## src/rtl/ssc_map.svh

```systemverilog
// offsets, field positions, reset values and decode constants for serial control
`ifndef SSC_MAP_SVH
`define SSC_MAP_SVH

`define SSC_WORD_W        24
`define SSC_ADDR2_HI      23
`define SSC_ADDR2_LO      22
`define SSC_ADDR_A        2'h0
`define SSC_ADDR_B        2'h1
`define SSC_ADDR_C        2'h2
`define SSC_ADDR3_LO      21
`define SSC_ADDR_D        3'h6

`define SSC_A_FMOD        21
`define SSC_A_NF_HI       20
`define SSC_A_NF_LO       18
`define SSC_A_MAIN_HI     17
`define SSC_A_MAIN_LO     2

`define SSC_B_FDAC_HI     21
`define SSC_B_FDAC_LO     14
`define SSC_B_REF_HI      13
`define SSC_B_REF_LO      4

`define SSC_C_AUX_HI      21
`define SSC_C_AUX_LO      8
`define SSC_C_CP_HI       7
`define SSC_C_CP_LO       6
`define SSC_C_LOCK_HI     5
`define SSC_C_LOCK_LO     4
`define SSC_C_PD1         3
`define SSC_C_PD2         2

`define SSC_D_GAIN_HI     20
`define SSC_D_GAIN_LO     13
`define SSC_D_M_HI        12
`define SSC_D_M_LO        11
`define SSC_D_SE          10
`define SSC_D_TM          9
`define SSC_D_AD          8
`define SSC_D_SM1         7
`define SSC_D_SM2         6

`define SSC_MOD_EIGHT     4'h8
`define SSC_MOD_FIVE      4'h5
`define SSC_M_BASE        4'h6
`define SSC_GAIN_STEP_CDB 13'h0012
`define SSC_MAIN_MIN      16'h0200
`define SSC_REF_MIN       10'h004
`define SSC_AUX_MIN       14'h0080

`define SSC_RST_WORD      24'h000000
`define SSC_RST_CFG       '0

`endif

```

## src/rtl/ssc_pkg.sv

```systemverilog
// types shared by the serial control block
package ssc_pkg;
    typedef struct packed {
        logic        fracModSel;
        logic [2:0]  fracIncrement;
        logic [15:0] mainDivRatio;
        logic [7:0]  fracDac;
        logic [9:0]  refDivRatio;
        logic [13:0] auxDivRatio;
        logic [1:0]  pumpRatio;
        logic [1:0]  lockSel;
        logic        mainPathPowerBit;
        logic        auxPathPowerBit;
        logic [7:0]  txGainStep;
        logic [1:0]  offsetLoopDivisor;
        logic        txShiftLoopOn;
        logic        txStandardSel;
        logic        outputLinearitySel;
        logic        txLoBufferOn;
        logic        refclkBufferOn;
    } ssc_cfg_t;

    typedef struct packed {
        logic mainLock;
        logic auxLock;
        logic offsetLock;
    } ssc_lock_t;

    typedef enum logic [1:0] {
        SSC_SEQ_IDLE = 2'b00,
        SSC_SEQ_SYNTH = 2'b01,
        SSC_SEQ_TX    = 2'b10
    } ssc_seq_t;
endpackage : ssc_pkg

```

## src/rtl/ssc_lock_mux.sv

```systemverilog
// lock indication select with powered-down sections forced high
`timescale 1ns/100ps
module ssc_lock_mux
    import ssc_pkg::*;
(
    input  wire ssc_lock_t  lockIn,
    input  wire logic       mainOn,
    input  wire logic       auxOn,
    input  wire logic       offsetOn,
    input  wire logic [1:0] lockSel,
    output logic            lockOut
);
    logic mainL;
    logic auxL;
    logic offL;

    always_comb begin
        // a sleeping section must not hold off the combined lock
        mainL = lockIn.mainLock | ~mainOn;
        auxL  = lockIn.auxLock | ~auxOn;
        offL  = lockIn.offsetLock | ~offsetOn;
        case (lockSel)
            2'b00:   lockOut = mainL & auxL & offL;
            2'b01:   lockOut = mainL & auxL;
            2'b10:   lockOut = mainL;
            2'b11:   lockOut = auxL;
            default: lockOut = 1'b0;
        endcase
    end
endmodule : ssc_lock_mux

```

## src/rtl/ssc_sync.sv

```systemverilog
// two-stage synchroniser for pin inputs
`timescale 1ns/100ps
module ssc_sync #(
    parameter int W = 1
) (
    input  wire logic         mclk,
    input  wire logic         rstSync_n,
    input  wire logic [W-1:0] asyncIn,
    output logic      [W-1:0] syncOut
);
    logic [W-1:0] stage1_q;

    always_ff @(posedge mclk or negedge rstSync_n) begin
        if (!rstSync_n) begin
            stage1_q <= '0;
            syncOut  <= '0;
        end else begin
            stage1_q <= asyncIn;
            syncOut  <= stage1_q;
        end
    end
endmodule : ssc_sync

```

## src/rtl/ssc_top.sv

```systemverilog
// serial programming, decode and offset synthesizer enable logic
`timescale 1ns/100ps
`include "ssc_map.svh"

// Overview of operation
// - modulus 8 when select 0, else 5
// - main ratio 16 bits, valid 512..65535
// - ref ratio 10 bits, valid 4..1023
// - aux ratio 14 bits, valid from 128
// - main power bit off; ref off both
// - aux power bit off stops aux path
// - gain step is 0.18 dB attenuation each
// - offset divisor codes give 6 to 9
// - standard select 0 means dual mode
// - linearity select 1 digital, 0 analog
// - buffer enables follow their sleep bits
// - shift loop bit turns offset synth on while synth runs
// - lock mux picks one of four conditions
// - powered-down section reports lock high
// - shift on leading edge, lsb first
// - strobe rise with address loads registers
// - strobe fall on d word sets run
// - transmit enable rise starts modulator only
// - transmit enable fall clears run, modulator and offset loop
// - d word with strobe copies temp register
// - one load pulse per strobe high period
// - shift only while strobe low
// - main word waits for divider sync pulse
module ssc_top
    import ssc_pkg::*;
(
    input  wire logic       mclk,
    input  wire logic       rst_n,
    input  wire logic       serClk,
    input  wire logic       serData,
    input  wire logic       serStrobe,
    input  wire logic       txEnable,
    input  wire logic       mainSyncPulse,
    input  wire ssc_lock_t  lockIn,
    output ssc_cfg_t        cfg_q,
    output logic [3:0]      fracModulus_q,
    output logic [3:0]      offsetDivide_q,
    output logic [12:0]     attenCentiDb_q,
    output logic            mainRatioValid_q,
    output logic            refRatioValid_q,
    output logic            auxRatioValid_q,
    output logic            mainPowerOn_q,
    output logic            auxPowerOn_q,
    output logic            refPowerOn_q,
    output logic            dualMode_q,
    output logic            digitalMode_q,
    output logic            txLoBufOn_q,
    output logic            refClkBufOn_q,
    output logic            offsetLoopOn_q,
    output logic            synthRun_q,
    output logic            modulatorOn_q,
    output logic            speedUp_q,
    output logic            lockOut_q
);
    logic                  rstMeta_q;
    logic                  rstSync_n;
    logic [4:0]            pinSync;
    logic                  sclkS;
    logic                  sdataS;
    logic                  strbS;
    logic                  txEnS;
    logic                  mSyncS;
    logic                  sclkPrev_q;
    logic                  strbPrev_q;
    logic                  txEnPrev_q;
    logic [`SSC_WORD_W-1:0] shift_q;
    logic                  loaded_q;
    logic                  aPending_q;
    logic [7:0]            tempFdac_q;
    ssc_cfg_t              cfg_d;
    ssc_seq_t              seq_q;
    logic                  sclkRise;
    logic                  strbRise;
    logic                  strbFall;
    logic                  txEnRise;
    logic                  txEnFall;
    logic                  loadPulse;
    logic                  isA;
    logic                  isB;
    logic                  isC;
    logic                  isD;
    logic                  aCommit;
    logic                  lockMux;
    ssc_lock_t             lockS;
    logic [2:0]            lockSync;

    // reset release through two flops; assertion stays asynchronous
    always_ff @(posedge mclk or negedge rst_n) begin
        if (!rst_n) begin
            rstMeta_q <= 1'b0;
            rstSync_n <= 1'b0;
        end else begin
            rstMeta_q <= 1'b1;
            rstSync_n <= rstMeta_q;
        end
    end

    ssc_sync #(.W(5)) pinSyncU (
        .mclk      (mclk),
        .rstSync_n (rstSync_n),
        .asyncIn   ({mainSyncPulse, txEnable, serStrobe, serData, serClk}),
        .syncOut   (pinSync)
    );

    ssc_sync #(.W(3)) lockSyncU (
        .mclk      (mclk),
        .rstSync_n (rstSync_n),
        .asyncIn   (lockIn),
        .syncOut   (lockSync)
    );

    assign sclkS  = pinSync[0];
    assign sdataS = pinSync[1];
    assign strbS  = pinSync[2];
    assign txEnS  = pinSync[3];
    assign mSyncS = pinSync[4];
    assign lockS  = ssc_lock_t'(lockSync);

    function automatic logic addrIs2(input logic [`SSC_WORD_W-1:0] w, input logic [1:0] a);
        return w[`SSC_ADDR2_HI:`SSC_ADDR2_LO] == a;
    endfunction : addrIs2

    // edge detectors read only second-stage outputs
    always_ff @(posedge mclk or negedge rstSync_n) begin
        if (!rstSync_n) begin
            sclkPrev_q <= 1'b0;
            strbPrev_q <= 1'b0;
            txEnPrev_q <= 1'b0;
        end else begin
            sclkPrev_q <= sclkS;
            strbPrev_q <= strbS;
            txEnPrev_q <= txEnS;
        end
    end

    assign sclkRise = sclkS & ~sclkPrev_q;
    assign strbRise = strbS & ~strbPrev_q;
    assign strbFall = ~strbS & strbPrev_q;
    assign txEnRise = txEnS & ~txEnPrev_q;
    assign txEnFall = ~txEnS & txEnPrev_q;

    assign isA = addrIs2(shift_q, `SSC_ADDR_A);
    assign isB = addrIs2(shift_q, `SSC_ADDR_B);
    assign isC = addrIs2(shift_q, `SSC_ADDR_C);
    assign isD = shift_q[`SSC_ADDR2_HI:`SSC_ADDR3_LO] == `SSC_ADDR_D;

    // shift register: new bit enters at the top so the first bit ends at p0
    always_ff @(posedge mclk or negedge rstSync_n) begin
        if (!rstSync_n) begin
            shift_q <= `SSC_RST_WORD;
        end else if (sclkRise && !strbS) begin
            shift_q <= {sdataS, shift_q[`SSC_WORD_W-1:1]};
        end
    end

    // one load per strobe high, even if stray bits re-trigger the decode
    always_ff @(posedge mclk or negedge rstSync_n) begin
        if (!rstSync_n) begin
            loaded_q <= 1'b0;
        end else if (!strbS) begin
            loaded_q <= 1'b0;
        end else if (loadPulse) begin
            loaded_q <= 1'b1;
        end
    end

    assign loadPulse = strbRise & ~loaded_q;

    // main word waits for the divider terminal-count pulse to avoid a phase jump
    always_ff @(posedge mclk or negedge rstSync_n) begin
        if (!rstSync_n) begin
            aPending_q <= 1'b0;
        end else if (aCommit || !strbS) begin
            aPending_q <= 1'b0;
        end else if (loadPulse && isA) begin
            aPending_q <= 1'b1;
        end
    end

    assign aCommit = aPending_q & mSyncS & strbS;

    // temporary register shared by the synthesizers
    always_ff @(posedge mclk or negedge rstSync_n) begin
        if (!rstSync_n) begin
            tempFdac_q <= 8'h00;
        end else if (loadPulse && isB) begin
            tempFdac_q <= shift_q[`SSC_B_FDAC_HI:`SSC_B_FDAC_LO];
        end
    end

    always_comb begin
        cfg_d = cfg_q;
        if (aCommit) begin
            cfg_d.fracModSel    = shift_q[`SSC_A_FMOD];
            cfg_d.fracIncrement = shift_q[`SSC_A_NF_HI:`SSC_A_NF_LO];
            cfg_d.mainDivRatio  = shift_q[`SSC_A_MAIN_HI:`SSC_A_MAIN_LO];
            cfg_d.fracDac       = tempFdac_q;
        end
        if (loadPulse && isB) begin
            cfg_d.refDivRatio = shift_q[`SSC_B_REF_HI:`SSC_B_REF_LO];
        end
        if (loadPulse && isC) begin
            cfg_d.auxDivRatio      = shift_q[`SSC_C_AUX_HI:`SSC_C_AUX_LO];
            cfg_d.pumpRatio        = shift_q[`SSC_C_CP_HI:`SSC_C_CP_LO];
            cfg_d.lockSel          = shift_q[`SSC_C_LOCK_HI:`SSC_C_LOCK_LO];
            cfg_d.mainPathPowerBit = shift_q[`SSC_C_PD1];
            cfg_d.auxPathPowerBit  = shift_q[`SSC_C_PD2];
        end
        if (loadPulse && isD) begin
            cfg_d.txGainStep         = shift_q[`SSC_D_GAIN_HI:`SSC_D_GAIN_LO];
            cfg_d.offsetLoopDivisor  = shift_q[`SSC_D_M_HI:`SSC_D_M_LO];
            cfg_d.txShiftLoopOn      = shift_q[`SSC_D_SE];
            cfg_d.txStandardSel      = shift_q[`SSC_D_TM];
            cfg_d.outputLinearitySel = shift_q[`SSC_D_AD];
            cfg_d.txLoBufferOn       = shift_q[`SSC_D_SM1];
            cfg_d.refclkBufferOn     = shift_q[`SSC_D_SM2];
            cfg_d.fracDac            = tempFdac_q;
        end
    end

    always_ff @(posedge mclk or negedge rstSync_n) begin
        if (!rstSync_n) begin
            cfg_q <= `SSC_RST_CFG;
        end else begin
            cfg_q <= cfg_d;
        end
    end

    // decoded values follow the working registers one cycle later
    always_ff @(posedge mclk or negedge rstSync_n) begin
        if (!rstSync_n) begin
            fracModulus_q    <= `SSC_MOD_EIGHT;
            offsetDivide_q   <= `SSC_M_BASE;
            attenCentiDb_q   <= 13'h0000;
            mainRatioValid_q <= 1'b0;
            refRatioValid_q  <= 1'b0;
            auxRatioValid_q  <= 1'b0;
        end else begin
            fracModulus_q    <= cfg_q.fracModSel ? `SSC_MOD_FIVE : `SSC_MOD_EIGHT;
            offsetDivide_q   <= `SSC_M_BASE + {2'h0, cfg_q.offsetLoopDivisor};
            attenCentiDb_q   <= 13'({5'h00, cfg_q.txGainStep} * `SSC_GAIN_STEP_CDB);
            mainRatioValid_q <= cfg_q.mainDivRatio >= `SSC_MAIN_MIN;
            refRatioValid_q  <= cfg_q.refDivRatio >= `SSC_REF_MIN;
            auxRatioValid_q  <= cfg_q.auxDivRatio >= `SSC_AUX_MIN;
        end
    end

    always_ff @(posedge mclk or negedge rstSync_n) begin
        if (!rstSync_n) begin
            mainPowerOn_q  <= 1'b0;
            auxPowerOn_q   <= 1'b0;
            refPowerOn_q   <= 1'b0;
            dualMode_q     <= 1'b0;
            digitalMode_q  <= 1'b0;
            txLoBufOn_q    <= 1'b0;
            refClkBufOn_q  <= 1'b0;
            offsetLoopOn_q <= 1'b0;
        end else begin
            mainPowerOn_q  <= cfg_q.mainPathPowerBit;
            auxPowerOn_q   <= cfg_q.auxPathPowerBit;
            refPowerOn_q   <= cfg_q.mainPathPowerBit | cfg_q.auxPathPowerBit;
            dualMode_q     <= ~cfg_q.txStandardSel;
            digitalMode_q  <= cfg_q.outputLinearitySel;
            txLoBufOn_q    <= cfg_q.txLoBufferOn;
            refClkBufOn_q  <= cfg_q.refclkBufferOn;
            offsetLoopOn_q <= cfg_q.txShiftLoopOn & synthRun_q;
        end
    end

    // transmit sequence: d-word strobe fall arms synth, enable fall clears all
    always_ff @(posedge mclk or negedge rstSync_n) begin
        if (!rstSync_n) begin
            seq_q <= SSC_SEQ_IDLE;
        end else begin
            case (seq_q)
                SSC_SEQ_IDLE: begin
                    if (strbFall && isD) begin
                        seq_q <= SSC_SEQ_SYNTH;
                    end
                end
                SSC_SEQ_SYNTH: begin
                    if (txEnFall) begin
                        seq_q <= SSC_SEQ_IDLE;
                    end else if (txEnRise) begin
                        seq_q <= SSC_SEQ_TX;
                    end
                end
                SSC_SEQ_TX: begin
                    if (txEnFall) begin
                        seq_q <= SSC_SEQ_IDLE;
                    end
                end
                default: seq_q <= SSC_SEQ_IDLE;
            endcase
        end
    end

    always_ff @(posedge mclk or negedge rstSync_n) begin
        if (!rstSync_n) begin
            synthRun_q    <= 1'b0;
            modulatorOn_q <= 1'b0;
        end else begin
            synthRun_q    <= seq_q != SSC_SEQ_IDLE;
            modulatorOn_q <= seq_q == SSC_SEQ_TX;
        end
    end

    // speed-up runs from main word commit until strobe drops
    always_ff @(posedge mclk or negedge rstSync_n) begin
        if (!rstSync_n) begin
            speedUp_q <= 1'b0;
        end else if (!strbS) begin
            speedUp_q <= 1'b0;
        end else if (aCommit) begin
            speedUp_q <= 1'b1;
        end
    end

    ssc_lock_mux lockMuxU (
        .lockIn   (lockS),
        .mainOn   (cfg_q.mainPathPowerBit),
        .auxOn    (cfg_q.auxPathPowerBit),
        .offsetOn (cfg_q.txShiftLoopOn & synthRun_q),
        .lockSel  (cfg_q.lockSel),
        .lockOut  (lockMux)
    );

    always_ff @(posedge mclk or negedge rstSync_n) begin
        if (!rstSync_n) begin
            lockOut_q <= 1'b0;
        end else begin
            lockOut_q <= lockMux;
        end
    end
endmodule : ssc_top

```

## config.mk

```make
export PLATFORM = sky130hd
export DESIGN_NAME = ssc_top
export DESIGN_NICKNAME = d
export VERILOG_FILES = /design/src/rtl/ssc_pkg.sv /design/src/rtl/ssc_lock_mux.sv /design/src/rtl/ssc_sync.sv /design/src/rtl/ssc_top.sv
export VERILOG_INCLUDE_DIRS = /design/src /design/src/rtl
export SDC_FILE = /design/constraint.sdc
export NUM_CORES = 1
export LEC_CHECK = 0
export ABC_AREA = 0
export ABC_CLOCK_PERIOD_IN_PS = 12200
export BUFFER_PORTS_ARGS = -buffer_cell sky130_fd_sc_hd__buf_2
export CAP_MARGIN = 20
export CORE_ASPECT_RATIO = 0.75
export CORE_MARGIN = 1
export CORE_UTILIZATION = 30
export DETAILED_ROUTE_END_ITERATION = 7
export GPL_ROUTABILITY_DRIVEN = 1
export PLACE_DENSITY_LB_ADDON = 0.25
export RECOVER_POWER = 100
export SYNTH_ARGS = -nofsm -noshare
export SYNTH_HDL_FRONTEND = slang
export SYNTH_SLANG_ARGS = --single-unit
```

## constraint.sdc

```tcl
create_clock -name mclk -period 12.2 [get_ports mclk]
set_input_delay 1.83 -clock mclk [delete_from_list [all_inputs] [get_ports mclk]]
set_output_delay 1.83 -clock mclk [all_outputs]
set_load 0.05 [all_outputs]
```

== Word-level counts from Yosys, hierarchy flattened ==
Cells that the tools add are included.

* Register bits after elaboration: 165
* Output and inout bits: 109

* Add/subtract/negate cells: 1
* $mul: 1
* $lt $le $gt $ge: 3
* Eq/ne operators: 13
* Mux-type cells: 15
* Bitwise operators: 25
* Reduce and logical (&&, ||, !) cells: 15

{| class="wikitable"
|+ Operators with widths
! cell !! number
|-
| $ge A16 B10 Y1 const B || 1
|-
| $mux W8 || 2
|-
| $ge A14 B8 Y1 const B || 1
|-
| $mul A8 B4 Y12 const B || 1
|-
| $and A1 B1 Y1 || 11
|-
| $ge A10 B3 Y1 const B || 1
|-
| $not A1 Y1 || 10
|-
| $eq A2 B2 Y1 const B || 4
|-
| $mux W2 || 4
|-
| $ne A2 B2 Y1 const B || 4
|-
| $eq A2 B1 Y1 const B || 3
|-
| $logic_and A1 B1 Y1 || 6
|-
| $logic_not A2 Y1 || 3
|-
| $mux W1 || 6
|-
| $pmux W2 S3 || 1
|-
| $reduce_bool A2 Y1 || 3
|-
| $add A3 B2 Y4 const A || 1
|-
| $mux W4 || 1
|-
| $or A1 B1 Y1 || 4
|-
| $pmux W1 S4 || 1
|-
| $eq A3 B3 Y1 const B || 1
|-
| $ne A3 B3 Y1 const B || 1
|-
| $reduce_and A3 Y1 || 1
|-
| $logic_not A1 Y1 || 1
|-
| $logic_or A1 B1 Y1 || 1
|}

== Longest topological paths before layout ==
* Word-level depth: 6
* Mapped depth: 8
* Mapped depth without buffers: 8

== Hierarchy ==
Synthesis repeated with hierarchy kept, for this count alone.

* Cells, all modules: 357
* Area, all modules: 5,843.1 sq um

{| class="wikitable"
|+ Modules (own cells, without submodules)
! module !! instances !! cells each !! area an instance (sq um) !! sequential area each (sq um)
|-
| ssc_top || 1 || 334 || 5,400.2 || 3,606.0
|-
| ssc_sync (pinSyncU) || 1 || 10 || 250.2 || 250.2
|-
| ssc_sync (lockSyncU) || 1 || 6 || 150.1 || 150.1
|-
| ssc_lock_mux || 1 || 7 || 42.5 || 0.0
|}

== Least setup slack after synthesis ==
OpenSTA, ideal clock, no wires.

* Path kind: register to output
* Start: register offsetDivide_q[2]
* End: output offsetDivide_q[2]
* Data arrival time: 0.917 ns
* Data required time: 10.370 ns
* Path slack: 9.453 ns
* Stages on the path, launching flop included: 2
* Buffers on the path: 1
* Path through: dfstp_2 buf_4

{| class="wikitable"
|+ RTL lines
! element !! RTL line !! text
|-
| start, declared || ssc_top.sv:42 || <nowiki>output logic [3:0] offsetDivide_q,</nowiki>
|-
| start signal, assigned || ssc_top.sv:238 || <nowiki>offsetDivide_q <= `SSC_M_BASE;</nowiki>
|-
| start signal, assigned || ssc_top.sv:245 || <nowiki>offsetDivide_q <= `SSC_M_BASE + {2'h0, cfg_q.offsetLoopDivisor};</nowiki>
|}

No word-level cell between the ends.

==> impl_table.tex <==
\begin{tabular}{lr}
\hline
Metric & Value \\
\hline
\multicolumn{2}{l}{\textbf{Floorplan}} \\
\quad Area of the core & 0.01878 sq mm \\
\quad Site row count & 43 \\
\quad Area of the die & 0.02009 sq mm \\
\quad Initial cell density of the core & 31.19\% \\
\quad Y dimension of the die & 123.0 um \\
\quad Io pins & 119 \\
\quad Horizontal extent of the die & 163.3 um \\
\multicolumn{2}{l}{\textbf{Critical path}} \\
\quad Maximum fanout along the worst path & 67 \\
\quad Endpoint arrival time on the critical path & 5080 ps \\
\quad Setup crit end kind & asynchronous set/reset pin \\
\quad Cells on worst reg2reg path & 2 \\
\quad Worst Setup Path Type & reg -> async \\
\quad Worst setup SP type & flip-flop \\
\quad Required time of the critical path & 12630 ps \\
\multicolumn{2}{l}{\textbf{Logic synthesis}} \\
\quad Total standard cell area after synthesis & 0.005857 sq mm \\
\quad Synth area leader & sky130\_fd\_sc\_hd\_\_dfrtp\_1 \\
\quad Yosys top cell area share & 67.51\% \\
\quad Most area-consuming cells after synthesis & sky130\_fd\_sc\_hd\_\_dfrtp\_1 (68\%), sky130\_fd\_sc\_hd\_\_mux2\_2 (20\%), sky130\_fd\_sc\_hd\_\_ha\_1 (2.1\%), sky130\_fd\_sc\_hd\_\_dfstp\_2 (0.90\%), sky130\_fd\_sc\_hd\_\_buf\_4 (0.77\%) \\
\quad Yosys Warn Count & 0 \\
\quad Post-synthesis sequential element count & 160 \\
\quad Syn avg cell area & 16.36 sq um \\
\quad Sequential fraction of the synthesis area & 68.40\% \\
\quad Distinct cell type count of the synthesized netlist & 39 \\
\quad Number of cells produced by synthesis & 358 \\
\multicolumn{2}{l}{\textbf{Cells and area}} \\
\quad Final cell area excluding filler cells & 0.007121 sq mm \\
\quad Utilization of the core after routing & 37.92\% \\
\quad Growth of design area from synthesis to finish & 21.58\% \\
\quad Number of filler instances in the final layout & 1838 \\
\quad Layout Nets & 506 \\
\quad Diode count & 0 \\
\quad Layout Cells excl Fill & 744 \\
\quad Layout cell share with drive strength beyond 1 & 29.18\% \\
\multicolumn{2}{l}{\textbf{Timing}} \\
\quad Number of hold violations in the final report & 0 \\
\quad RSZ-0062 raised after global routing & false \\
\quad Peak Freq & 215.2 MHz \\
\quad Measured slew at the worst slew-check pin & 3516 ps \\
\quad Fin crit period & 4646 ps \\
\quad Final clock skew & 7.783 ps \\
\quad Total Neg Setup Slack & 0 ps \\
\quad Period Utilization, post-route & 38.08\% \\
\quad Setup violation total in the final timing report & 0 \\
\quad Remaining max-slew budget at the tightest pin & -134.4\% \\
\quad Number of pins with negative max-slew slack in the final report & 88 \\
\quad Post-Route Hold Slack & 346.4 ps \\
\multicolumn{2}{l}{\textbf{Route}} \\
\quad Detailed router's first-iteration violation count & 147 \\
\quad Final routed wirelength across all metal layers & 12370 um \\
\quad Routed vias/inst & 4.380 \\
\quad Count of vias placed by the detailed router & 3259 \\
\quad Avg WL per Cell & 16.62 um \\
\quad Antenna-violating nets left & 0 \\
\quad Detailed Routing Iterations Pass 1 & 4 \\
\quad Final routed DRC violation total & 0 \\
\multicolumn{2}{l}{\textbf{Place}} \\
\quad Hpwl dp & 8215 um \\
\quad RD Place Congestion & 0.7394 \\
\quad Cell Area, Placed & 0.006696 sq mm \\
\quad Buffers added on ports & 116 \\
\quad DP Cell Count & 713 \\
\multicolumn{2}{l}{\textbf{CTS}} \\
\quad Post-cts repair resize count & 0 \\
\quad Buffer count from post-CTS setup fixing & 0 \\
\quad TritonCTS clock tree & yes \\
\quad Clock root buffer master & sky130\_fd\_sc\_hd\_\_clkbuf\_16 \\
\quad Clock buffers created by TritonCTS & 17 \\
\quad Clock sinks & 160 \\
\quad Clock latency at the later pin of the worst-skew pair & 410 ps \\
\quad CTS Hold Buffers Added & 0 \\
\quad Clk pin slew, worst setup/hold paths & 60 ps \\
\quad H-tree depth & 4 \\
\quad Maximum number of buffers from clock root to sink & 2 \\
\multicolumn{2}{l}{\textbf{Global route}} \\
\quad Via count of the first global-routing pass & 3530 \\
\quad Global-route wire length before repair & 19650 um \\
\quad Initial antenna violation count & 0 \\
\quad Grt ovf & 0 \\
\quad Pin count of the biggest net entering global routing & 68 \\
\quad Gr usage total & 13.22\% \\
\multicolumn{2}{l}{\textbf{Min path}} \\
\quad Path class of the lowest-slack min-delay path & reg -> reg \\
\quad Number of stages on the worst hold path & 0 \\
\multicolumn{2}{l}{\textbf{Run status}} \\
\quad Violated checks & max-capacitance violations, max-slew violations \\
\quad Result of the run & complete, but fails checks \\
\multicolumn{2}{l}{\textbf{Job}} \\
\quad Max-cap violation count & 2 \\
\multicolumn{2}{l}{\textbf{Power and ir drop}} \\
\quad Total power per unit cell area & 211.3 mW/mm\^{}2 \\
\quad Static leakage & 3.493 nW \\
\quad VDD IR max & 0.1005 mV \\
\hline
\end{tabular}
==> worst max-delay path, cell delays in order (launching register included) <==
cell and delay [ps]:
sky130_fd_sc_hd__dfrtp_1 1080, sky130_fd_sc_hd__clkbuf_1 2510, sky130_fd_sc_hd__buf_4 980
==> final cells by class <==
cell class,count,area (sq um),area share [%]
tap,247,309.0,4.340
multi-input combinational,176,1692,23.76
clock buffer,20,446.7,6.273
sequential,160,4006,56.26
clock inverter,11,165.2,2.319
inverter,9,33.78,0.4744
timing repair buffer,121,467.9,6.572
==> stage by stage <==
| step | total power, mW | setup slack (ps) |
|---|---|---|
| 2_1_floorplan | 0.8913 | 7415 |
| 3_3_place_gp | 0.9702 | 9606 |
| 3_5_place_dp | 0.9773 | 9573 |
| 4_1_cts | 1.539 | 9113 |
| 5_1_grt | 1.573 | 6469 |
| 6_report | 1.505 | 7554 |
==> sequential cells by signal, summed over array words and instances (netlist names), 2 cells and up <==
register and cells:
lockSyncU.stage1_q 3, cfg_q 73, pinSyncU.stage1_q 5, offsetDivide_q 3, attenCentiDb_q 12, lockSyncU.syncOut 3
pinSyncU.syncOut 5, tempFdac_q 8, seq_q 2, shift_q 22, fracModulus_q 2
==> cell families after synthesis <==
group	after synthesis	share of synthesized area [%]
AO/OA/AOI/OAI	16	1.944
XOR/XNOR	6	0.8972
adder cells (fa/ha/maj)	11	2.478
buffers and inverters	23	2.286
flip-flops	160	68.40
multiplexers	104	19.97
other	2	0.1282
AND/OR/NAND/NOR	36	3.888
==> cells in the final DEF (no fill, tap or decap), types with 2 or more instances in the layout <==
cell type	n
sky130_fd_sc_hd__nor3b_1	2
sky130_fd_sc_hd__nand3b_1	2
sky130_fd_sc_hd__nor2b_1	4
sky130_fd_sc_hd__clkbuf_1	114
sky130_fd_sc_hd__dfstp_2	2
sky130_fd_sc_hd__xnor2_1	5
sky130_fd_sc_hd__nand3_1	2
sky130_fd_sc_hd__conb_1	3
sky130_fd_sc_hd__nor4_1	5
sky130_fd_sc_hd__mux2_2	103
sky130_fd_sc_hd__bufinv_16	4
sky130_fd_sc_hd__buf_2	8
sky130_fd_sc_hd__nand2_1	9
sky130_fd_sc_hd__nor2_1	4
sky130_fd_sc_hd__a211oi_1	2
sky130_fd_sc_hd__a21o_1	4
sky130_fd_sc_hd__inv_1	9
sky130_fd_sc_hd__a21oi_1	4
sky130_fd_sc_hd__clkinv_2	3
sky130_fd_sc_hd__ha_1	10
sky130_fd_sc_hd__or2_2	2
sky130_fd_sc_hd__nor3_1	2
sky130_fd_sc_hd__dfrtp_1	158
sky130_fd_sc_hd__clkbuf_16	17
sky130_fd_sc_hd__clkinvlp_4	4
==> cell usage after synthesis <==
cell type and instances:
sky130_fd_sc_hd__o21bai_1 1, sky130_fd_sc_hd__nand2_2 2, sky130_fd_sc_hd__a211oi_1 2, sky130_fd_sc_hd__o21ai_0 1, sky130_fd_sc_hd__nand2_1 7, sky130_fd_sc_hd__buf_4 6
sky130_fd_sc_hd__a21oi_1 4, sky130_fd_sc_hd__or2_2 2, sky130_fd_sc_hd__a32oi_1 1, sky130_fd_sc_hd__a21o_1 4, sky130_fd_sc_hd__and2_1 1, sky130_fd_sc_hd__a41o_1 1
sky130_fd_sc_hd__nor3_1 2, sky130_fd_sc_hd__nor2b_1 4, sky130_fd_sc_hd__buf_1 2, sky130_fd_sc_hd__ha_1 10, sky130_fd_sc_hd__o211a_1 1, sky130_fd_sc_hd__nand3_1 2
sky130_fd_sc_hd__nor3b_1 1, sky130_fd_sc_hd__clkbuf_8 2, sky130_fd_sc_hd__buf_2 4, sky130_fd_sc_hd__nor2_1 4, sky130_fd_sc_hd__a21boi_0 1, sky130_fd_sc_hd__nor4_1 5
sky130_fd_sc_hd__nand3b_1 1, sky130_fd_sc_hd__dfrtp_1 158, sky130_fd_sc_hd__mux2_2 103, sky130_fd_sc_hd__inv_1 9, sky130_fd_sc_hd__xnor2_1 5, sky130_fd_sc_hd__nor3b_4 1
sky130_fd_sc_hd__fa_1 1, sky130_fd_sc_hd__xor2_1 1, sky130_fd_sc_hd__nor4bb_1 1, sky130_fd_sc_hd__mux2i_1 1, sky130_fd_sc_hd__conb_1 2, sky130_fd_sc_hd__and3b_1 1
sky130_fd_sc_hd__nand3b_4 1, sky130_fd_sc_hd__nand2b_1 1, sky130_fd_sc_hd__dfstp_2 2
==> layer usage <==
| metal | GRT usage, % | vias to the layer above | routed length [um] |
|---|---|---|---|
| li1 | - | 1498 | - |
| met1 | 17.71 | 1681 | 6003 |
| met2 | 20.05 | 70 | 5631 |
| met3 | 3.522 | 10 | 568 |
| met4 | 5.958 | 0 | 164 |
| met5 | 0 | - | 0 |
==> report_power, final <==
part / internal, mW / total (mW) / switching (mW) / leakage (nW)
clock network: 0.346 / 0.555 / 0.209 / 0.288
registers: 0.598 / 0.656 / 0.0583 / 2.13
logic: 0.0741 / 0.294 / 0.220 / 1.07
==> path summary, 6_finish.rpt <==
path                            from     endpoint  slack [ps]
max                        rstSync_n    cfg_q[46]        7550
min reg2reg                rstMeta_q    rstSync_n         350
max in group mclk          cfg_q[13]    cfg_q[13]        8940
min                        rstMeta_q    rstSync_n         350
max reg2reg                rstSync_n    cfg_q[46]        7550
min in group asynchronous  rstSync_n  shift_q[17]         470
(Power assumes the default switching activity.)
